===== src/inc/fpfp_pkg.sv =====
// Package for the four-pair fault policy block: offsets, fields, timing, carriers
package fpfp_pkg;
  localparam logic [7:0] CMD_FAULT_CFG = 8'h2d;
  localparam logic [7:0] FAULT_CFG_RESET = 8'h00;
  localparam int CURRENT_LIMIT_FAULT_LSB = 6;
  localparam int PCUT_LSB = 4;
  localparam int SUM_LSB = 2;
  localparam int DCDT_LSB = 0;
  localparam int NUM_PORTS = 2;
  // Current codes count half milliamps, so the 75 mA re-enable level fits in a byte
  localparam logic [7:0] CUR_CODE_4P5 = 8'h09;
  localparam logic [7:0] CUR_CODE_6P5 = 8'h0d;
  localparam logic [7:0] CUR_CODE_75 = 8'h96;
  localparam int CLK_PERIOD_NS = 100;
  localparam int DROPOUT_TIME_US = 320;
  localparam int MPS_TIME_US = 60;
  localparam int DROPOUT_CYC = (DROPOUT_TIME_US * 1000) / CLK_PERIOD_NS;
  localparam int MPS_CYC = (MPS_TIME_US * 1000) / CLK_PERIOD_NS;
  localparam int QUAL_CYC = DROPOUT_CYC + MPS_CYC;
  localparam int CNT_W = 13;
  typedef struct packed {
    logic current_limit_fault_fault;
    logic pcut_fault;
    logic sum_pcut_fault;
    logic [7:0] current;
  } fpfp_chan_s;
  typedef struct packed {
    logic turn_on;
    logic auto_mode;
    logic single_sig;
    logic [3:0] class_assigned;
  } fpfp_port_s;
endpackage


===== src/rtl/fpfp_core.sv =====
// Four-pair fault policy: config register, shutdown policy, disconnect qualification
// Function
// - Register 0x2D, eight bits, resets zero
// - Four two-bit fields, one bit per port
// - Current-limit policy one kills both channels
// - Power-cut policy one kills both channels
// - Auto mode sets policy bits for single-signature
// - Summed policing bit enables combined power check
// - Current-limit faults always monitored
// - Single-signature turn-on forces summed policing
// - Threshold bit selects 4.5 or 6.5 mA
// - Dual-signature turn-on sets threshold bit, per port
// - Dual-signature low channel dropped alone
// - Single-signature threshold bit from assigned class
// - Low class single-signature drops one channel
// - Parked odd channel back once its partner is above 75 mA
// - High class keeps both until both low
module fpfp_core (
  input wire logic mclk,
  input wire logic rst_n,
  input wire logic clk_en,
  input wire logic [7:0] cmd_code,
  input wire logic cmd_wr,
  input wire logic [7:0] cmd_wdata,
  output logic [7:0] cmd_rdata,
  input wire fpfp_pkg::fpfp_port_s [1:0] port_in,
  input wire logic [1:0] port_powered,
  input wire fpfp_pkg::fpfp_chan_s [3:0] chan_in,
  output logic [3:0] chan_disable,
  output logic [3:0] chan_low_current
);
  typedef struct packed {
    logic [7:0] cfg;
    logic [7:0] rdata;
    logic [3:0] dis;
    logic [3:0] low;
    logic [3:0] parked;
    logic [3:0] off;
    logic [3:0][12:0] cnt;
  } fpfp_state_s;

  fpfp_state_s st_reg;
  fpfp_state_s st_next;
  logic [3:0] below;
  logic [3:0] qualified;

  // Threshold compare and window qualification per channel
  for (genvar c = 0; c < 4; c++)
  begin : g_chan
    localparam int P = c / 2;
    assign below[c] = st_reg.cfg[fpfp_pkg::DCDT_LSB + P] ?
      (chan_in[c].current < fpfp_pkg::CUR_CODE_4P5) :
      (chan_in[c].current < fpfp_pkg::CUR_CODE_6P5);
    assign qualified[c] = (st_reg.cnt[c] >= 13'(fpfp_pkg::QUAL_CYC));
  end

  // Next-state logic for register, policy and disconnect
  always_comb
  begin
    logic [3:0] fault_kill;
    logic [7:0] cfg_n;
    fault_kill = '0;
    cfg_n = st_reg.cfg;
    st_next = st_reg;
    if (cmd_wr && cmd_code == fpfp_pkg::CMD_FAULT_CFG)
    begin
      cfg_n = cmd_wdata;
    end
    for (int p = 0; p < fpfp_pkg::NUM_PORTS; p++)
    begin
      if (port_in[p].turn_on)
      begin
        if (port_in[p].single_sig)
        begin
          cfg_n[fpfp_pkg::SUM_LSB + p] = 1'b1;
          if (port_in[p].auto_mode)
          begin
            cfg_n[fpfp_pkg::CURRENT_LIMIT_FAULT_LSB + p] = 1'b1;
            cfg_n[fpfp_pkg::PCUT_LSB + p] = 1'b1;
          end
          cfg_n[fpfp_pkg::DCDT_LSB + p] = (port_in[p].class_assigned >= 4'h5);
        end
        else
        begin
          cfg_n[fpfp_pkg::DCDT_LSB + p] = 1'b1;
        end
      end
    end
    st_next.cfg = cfg_n;
    for (int c = 0; c < 4; c++)
    begin
      int p;
      int o;
      p = c / 2;
      o = c ^ 1;
      // Fault shutdown, current-limit watched whatever the summed bits say
      if (chan_in[c].current_limit_fault_fault)
      begin
        fault_kill[c] = 1'b1;
        if (st_reg.cfg[fpfp_pkg::CURRENT_LIMIT_FAULT_LSB + p]) fault_kill[o] = 1'b1;
      end
      if (chan_in[c].pcut_fault)
      begin
        fault_kill[c] = 1'b1;
        if (st_reg.cfg[fpfp_pkg::PCUT_LSB + p]) fault_kill[o] = 1'b1;
      end
      if (chan_in[c].sum_pcut_fault && st_reg.cfg[fpfp_pkg::SUM_LSB + p])
      begin
        fault_kill[c] = 1'b1;
        fault_kill[o] = 1'b1;
      end
    end
    for (int c = 0; c < 4; c++)
    begin
      int p;
      int o;
      logic hi;
      p = c / 2;
      o = c ^ 1;
      hi = st_reg.cfg[fpfp_pkg::DCDT_LSB + p];
      st_next.cnt[c] = (below[c] && !st_reg.parked[c] && port_powered[p]) ?
        (qualified[c] ? st_reg.cnt[c] : st_reg.cnt[c] + 13'h1) : 13'h0;
      st_next.low[c] = qualified[c];
      if (!port_powered[p])
      begin
        st_next.dis[c] = 1'b0;
        st_next.parked[c] = 1'b0;
      end
      else
      begin
        if (!port_in[p].single_sig)
        begin
          if (qualified[c]) st_next.dis[c] = 1'b1;
        end
        else if (hi)
        begin
          if (qualified[c] && qualified[o]) st_next.dis[c] = 1'b1;
        end
        else if (c % 2 == 1)
        begin
          // Odd channel parked when either pair goes low
          if (!st_reg.parked[c] && (below[c] || below[o]))
            st_next.parked[c] = 1'b1;
          else if (st_reg.parked[c] && chan_in[o].current > fpfp_pkg::CUR_CODE_75)
            st_next.parked[c] = 1'b0;
        end
        else if (qualified[c])
        begin
          st_next.dis[c] = 1'b1;
        end
        if (fault_kill[c]) st_next.dis[c] = 1'b1;
      end
    end
    st_next.rdata = (cmd_code == fpfp_pkg::CMD_FAULT_CFG) ? st_reg.cfg : 8'h00;
    // Channel-off output registered so the pin comes straight from a flop
    st_next.off = st_next.dis | st_next.parked;
  end

  // State register with clock enable
  always_ff @(posedge mclk)
  begin
    if (!rst_n)
    begin
      st_reg <= '0;
      st_reg.cfg <= fpfp_pkg::FAULT_CFG_RESET;
    end
    else if (clk_en)
    begin
      st_reg <= st_next;
    end
  end

  assign cmd_rdata = st_reg.rdata;
  assign chan_disable = st_reg.off;
  assign chan_low_current = st_reg.low;
endmodule


===== config.mk =====
export PLATFORM = sky130hd
export DESIGN_NAME = fpfp_core
export DESIGN_NICKNAME = d
export VERILOG_FILES = /design/src/inc/fpfp_pkg.sv /design/src/rtl/fpfp_core.sv
export SDC_FILE = /design/constraint.sdc
export NUM_CORES = 1
export LEC_CHECK = 0
export ABC_AREA = 1
export BUFFER_PORTS_ARGS = -buffer_cell sky130_fd_sc_hd__buf_2
export CAP_MARGIN = 5
export CELL_PAD_IN_SITES_DETAIL_PLACEMENT = 1
export CELL_PAD_IN_SITES_GLOBAL_PLACEMENT = 2
export CORE_AREA = 2 2 137 126
export DETAILED_ROUTE_END_ITERATION = 10
export DIE_AREA = 0 0 139 128
export PLACE_DENSITY_LB_ADDON = 0.1
export SYNTH_ARGS = -nofsm -noshare
export SYNTH_HDL_FRONTEND = slang
export SYNTH_SLANG_ARGS = --single-unit

===== constraint.sdc =====
create_clock -name mclk -period 3.6 [get_ports mclk]
set_clock_uncertainty 0.1 [all_clocks]
set_input_delay 0.18 -clock mclk [delete_from_list [all_inputs] [get_ports mclk]]
set_output_delay 0.18 -clock mclk [all_outputs]
set_load 0.1 [all_outputs]

# After elaboration in Yosys (flattened, before gate mapping)
# Cells that the tools add are included.
# Widths: inputs -> output; s select.
dict set report word_totals {
  regBits 84
  inputBits 80
}
dict set report classes {
  addsub 4
  order_cmp 16
  eq_ne 5
  muxes 90
  n_bitwise 1
  reduce_logical 33
}
# op n
set op_table {}
lappend op_table {{$mux 13} 8}
lappend op_table {{$mux 1} 68}
lappend op_table {{$lt 8x4->1 const B} 8}
lappend op_table {{$add 13x1->13 const B} 4}
lappend op_table {{$ge 13x12->1 const B} 4}
lappend op_table {{$mux 2} 12}
lappend op_table {{$logic_and 1x1->1} 19}
lappend op_table {{$gt 8x8->1 const B} 2}
lappend op_table {{$mux 8} 2}
lappend op_table {{$reduce_and 2->1} 6}
lappend op_table {{$eq 8x6->1 const B} 1}
lappend op_table {{$ge 4x3->1 const B} 2}
lappend op_table {{$ne 2x2->1 const B} 4}
lappend op_table {{$logic_not 1->1} 4}
lappend op_table {{$or 4x4->4} 1}
lappend op_table {{$reduce_bool 2->1} 2}
lappend op_table {{$logic_or 1x1->1} 2}

# Longest topological paths before layout
dict set report depth {
  word_depth 13
  ltp_mapped 11
}

# Worst setup path before layout
# Ideal clock, no wire load.
dict set report synth_timing {
  path_type {register to register}
  from {register st_reg[39] (netlist name)}
  to {register st_reg[47] (netlist name)}
  arrival_time_ps 1270
  t_required_ps 3430
  setup_slack_ps 2160
  path_stages_with_launch 9
  n_path_buf 0
  cell_sequence {dfxtp_1 -> ha_1 -> nand2_1 -> nor2_1 -> nand4_1 -> xor2_1 -> nor2_1 -> nand2_1 -> a21oi_1}
}
dict set report synth_via {
  elab_chain_len 3
  elab_cells_between_ends 6
  cone_classes {1 x add/sub; 1 x order compare; 1 x eq/ne; 2 x mux; 1 x reduce/logical}
}
# item line_no
set synth_lines {}
lappend synth_lines {{from (decl)} fpfp_core.sv:42} ;# fpfp_state_s st_reg;
lappend synth_lines {{from (signal assigned)} fpfp_core.sv:169} ;# st_reg <= st_next;
lappend synth_lines {{$add 13x1->13 / $ge 13x12->1 (equally long branches)} {fpfp_core.sv:122, fpfp_core.sv:54}}
lappend synth_lines {{$mux 13 / $ne 2x2->1 (equally long branches)} -}
lappend synth_lines {{$mux 13 / $reduce_and 2->1 (equally long branches)} -}
# Several ways; a longest one is shown, not always the timed one. The select of a mux whose other input is x is not followed.
# A chain may end at the register's enable or synchronous reset.

# Worst setup path in the final report
dict set report layout_timing {
  from {register st_reg[17] (netlist name)}
  to {register st_reg[18] (netlist name)}
}
# Same word-level chain as after synthesis.

==> results.sh <==
export IMPL_status="finished clean"
export IMPL_area_growth_pct=14.7
export IMPL_clock_root_buffer="clkbuf_16"
export IMPL_htree_levels=3
export IMPL_cellPowerDensity_mw_per_mm2=358
export IMPL_placed_area_mm2=0.00577
export IMPL_core_area_mm2=0.0164
export IMPL_max_freq_mhz=525
export IMPL_ios=96
export IMPL_track_usage_pct=18.4
export IMPL_final_max_slew_viol_count=0
export IMPL_grt_overflow_total=0
export IMPL_antenna_diode_count=0
export IMPL_ctsResizeCount=0
export IMPL_synthCells=786
export IMPL_first_pass_iters=4
export IMPL_period_share_pct=52.9
export IMPL_design_area_mm2=0.00607
export IMPL_worst_slew_pin_transition_ns=0.774
export IMPL_setup_worst_path_class="flip-flop to flip-flop"
export IMPL_ctsHoldBuffers=0
export IMPL_routed_via_density=4.90
export IMPL_hp_start="cmd_wdata[2]"
export IMPL_ys_warn_count=0
export IMPL_start_util_pct=32.2
export IMPL_clockBufferDepth=2
export IMPL_largest_reg_flops=68
export IMPL_routed_wl_mm=15.6
export IMPL_grt_pass1_vias=5481
export IMPL_slew_headroom_pct=48.4
export IMPL_drive_gt1_share_pct=19.7
export IMPL_syn_cell_area_mm2=0.00529
export IMPL_die_area_mm2=0.0178
export IMPL_synth_nets=874
export IMPL_seq_area_frac_synth_pct=31.8
export IMPL_place_port_buffers=95
export IMPL_startpoint_type="flip-flop"
export IMPL_cts_tree="yes"
export IMPL_finalSetupViolCount=0
export IMPL_ant_nets=0
export IMPL_total_power_mw=2.17
export IMPL_avgSynthCellArea_um2=6.73
export IMPL_crit_arrival_ns=2.05
export IMPL_antenna_found_initial=0
export IMPL_worst_r2r_cell_count=10
export IMPL_nets=944
export IMPL_clkLatencyLatePin_ns=0.35
export IMPL_finalHoldViolCount=0
export IMPL_dp_hpwl_mm=11.9
export IMPL_clkTransAtPathRegs_ns=0.07
export IMPL_wl_per_cell_um=14.6
export IMPL_fin_crit_ns=1.90
export IMPL_grt_max_degree=33
export IMPL_fp_row_count=45
export IMPL_cts_buffers=9
export IMPL_maxCapViolCount=0
export IMPL_r2r_start="st_reg[17]"
export IMPL_die_w_um=139
export IMPL_worstHoldPathCells=5
export IMPL_synthDistinctLibCells=37
export IMPL_route_vias_total=5254
export IMPL_critPathMaxFanout=14
export IMPL_rr_endpoint="st_reg[18]"
export IMPL_holdPathEnd="st_reg[78]"
export IMPL_gp_congestion=0.816
export IMPL_final_setup_tns_ns=0
export IMPL_hp_class="input port to flip-flop"
export IMPL_power_leakage_nw=2.35
export IMPL_post_cts_setup_buffers=0
export IMPL_cp_end_kind="flip-flop"
export IMPL_ir_drop_v=0.000240
export IMPL_drc=0
export IMPL_r2r_setup_slack_ns=1.70
export IMPL_required_ns=3.75
export IMPL_die_h_um=128
export IMPL_grt_pass1_wl_mm=26.8
export IMPL_drt_initial_drc_count=224
export IMPL_cts_sinks=84
export IMPL_rsz0062_at_grt="false"
export IMPL_synth_seq_cells=84
-- critical path, stage by stage, from the launching register on --
cell,delay (ns)
dfxtp_1,0.36
nand2_1,0.17
nand2_1,0.07
nand2_1,0.06
nand2_1,0.05
nand2_1,0.13
nand3_2,0.32
nand2_4,0.31
nand3_1,0.10
nand2_1,0.07
nor2_1,0.04
-- Yosys cell counts, drive strengths merged --
cell / n / share of area (%)
xnor2: 6 / 0.99
nor2: 117 / 8.6
o21ai: 10 / 0.95
nand3b: 2 / 0.28
nor3: 20 / 1.9
a211oi: 2 / 0.28
ha: 8 / 1.9
a22oi: 1 / 0.14
nor4: 1 / 0.12
a22o: 1 / 0.17
inv: 78 / 5.5
xor2: 20 / 3.3
nor3b: 2 / 0.47
dfxtp: 84 / 32
clkbuf: 7 / 0.57
nand2: 205 / 16
nor2b: 1 / 0.12
o21a: 3 / 0.43
nand3: 79 / 7.9
o211ai: 15 / 2.1
a21oi: 74 / 8.0
buf: 34 / 5.2
nand4: 15 / 2.9
and2: 1 / 0.12
-- power by group --
part           switching (mW)  leakage [nW]  total, mW  internal, mW
logic                   0.181          1.52      0.260        0.0789
clock network           0.396         0.144      0.951         0.555
registers              0.0166         0.681      0.963         0.947
-- stage by stage --
step	std cells	hold slack (ns)	util [%]	setup slack (ns)
after floorplan	786	0.266	-	2.16
after global placement	1056	0.352	35.1	1.57
after detailed placement	1056	0.358	35.1	1.51
after CTS	1072	0.00748	36.9	1.67
after global routing	1072	0.0445	36.9	1.46
final	1072	0.0192	36.9	1.70
-- routing by layer --
metal,track usage [%],vias up,share of wire [%]
li1,-,2669,-
met1,22.6,2509,47
met2,33.2,60,49
met3,3.10,16,2.6
met4,5.05,0,1.3
met5,0,-,0
-- worst max-delay path by stage --
stage / slack [ns] / depth (start not counted) / end / from
6_report: 1.70 / 10 / st_reg[18] / st_reg[17]
5_1_grt: 1.46 / 10 / st_reg[18] / st_reg[17]
4_1_cts: 1.67 / 10 / st_reg[18] / st_reg[17]
3_5_place_dp: 1.51 / 6 / st_reg[49] / clk_en
3_3_place_gp: 1.57 / 6 / st_reg[49] / clk_en
2_1_floorplan: 2.16 / 8 / st_reg[47] / st_reg[39]
-- final cells by class --
type	instances	area, um2
clock buffer	10	239
clock inverter	6	63.8
fill	2178	10400
inverter	78	293
multi-input combinational	583	3010
sequential	84	1680
tap	211	264
timing repair buffer	100	513
-- cells by family after synthesis --
logic type	share of synthesized area [%]
XOR/XNOR	4.30
AO/OA/AOI/OAI	12.1
flip-flops	31.8
buffers and inverters	11.3
AND/OR/NAND/NOR	38.7
adder cells (fa/ha/maj)	1.89
-- layout by cell type, fill, tap and decap left out, types with 4 or more instances in the layout --
cell       Yosys  routed
nand2_1      182     182
nor2_1       112     112
buf_2          7      95
dfxtp_1       84      84
inv_1         77      76
nand3_1       75      75
a21oi_1       60      60
nor3_1        20      20
xor2_1        20      20
nand2_2       16      16
o211ai_1      15      15
a21oi_2       14      14
nand4_1       11      11
o21ai_0       10      10
clkbuf_16      0       9
ha_1           8       8
nand2_4        7       7
xnor2_1        6       6
buf_4         18       5
nor2_2         4       4
nand4_4        4       4
nand3_2        4       4
Note: power is estimated with default switching activity, not from simulation.
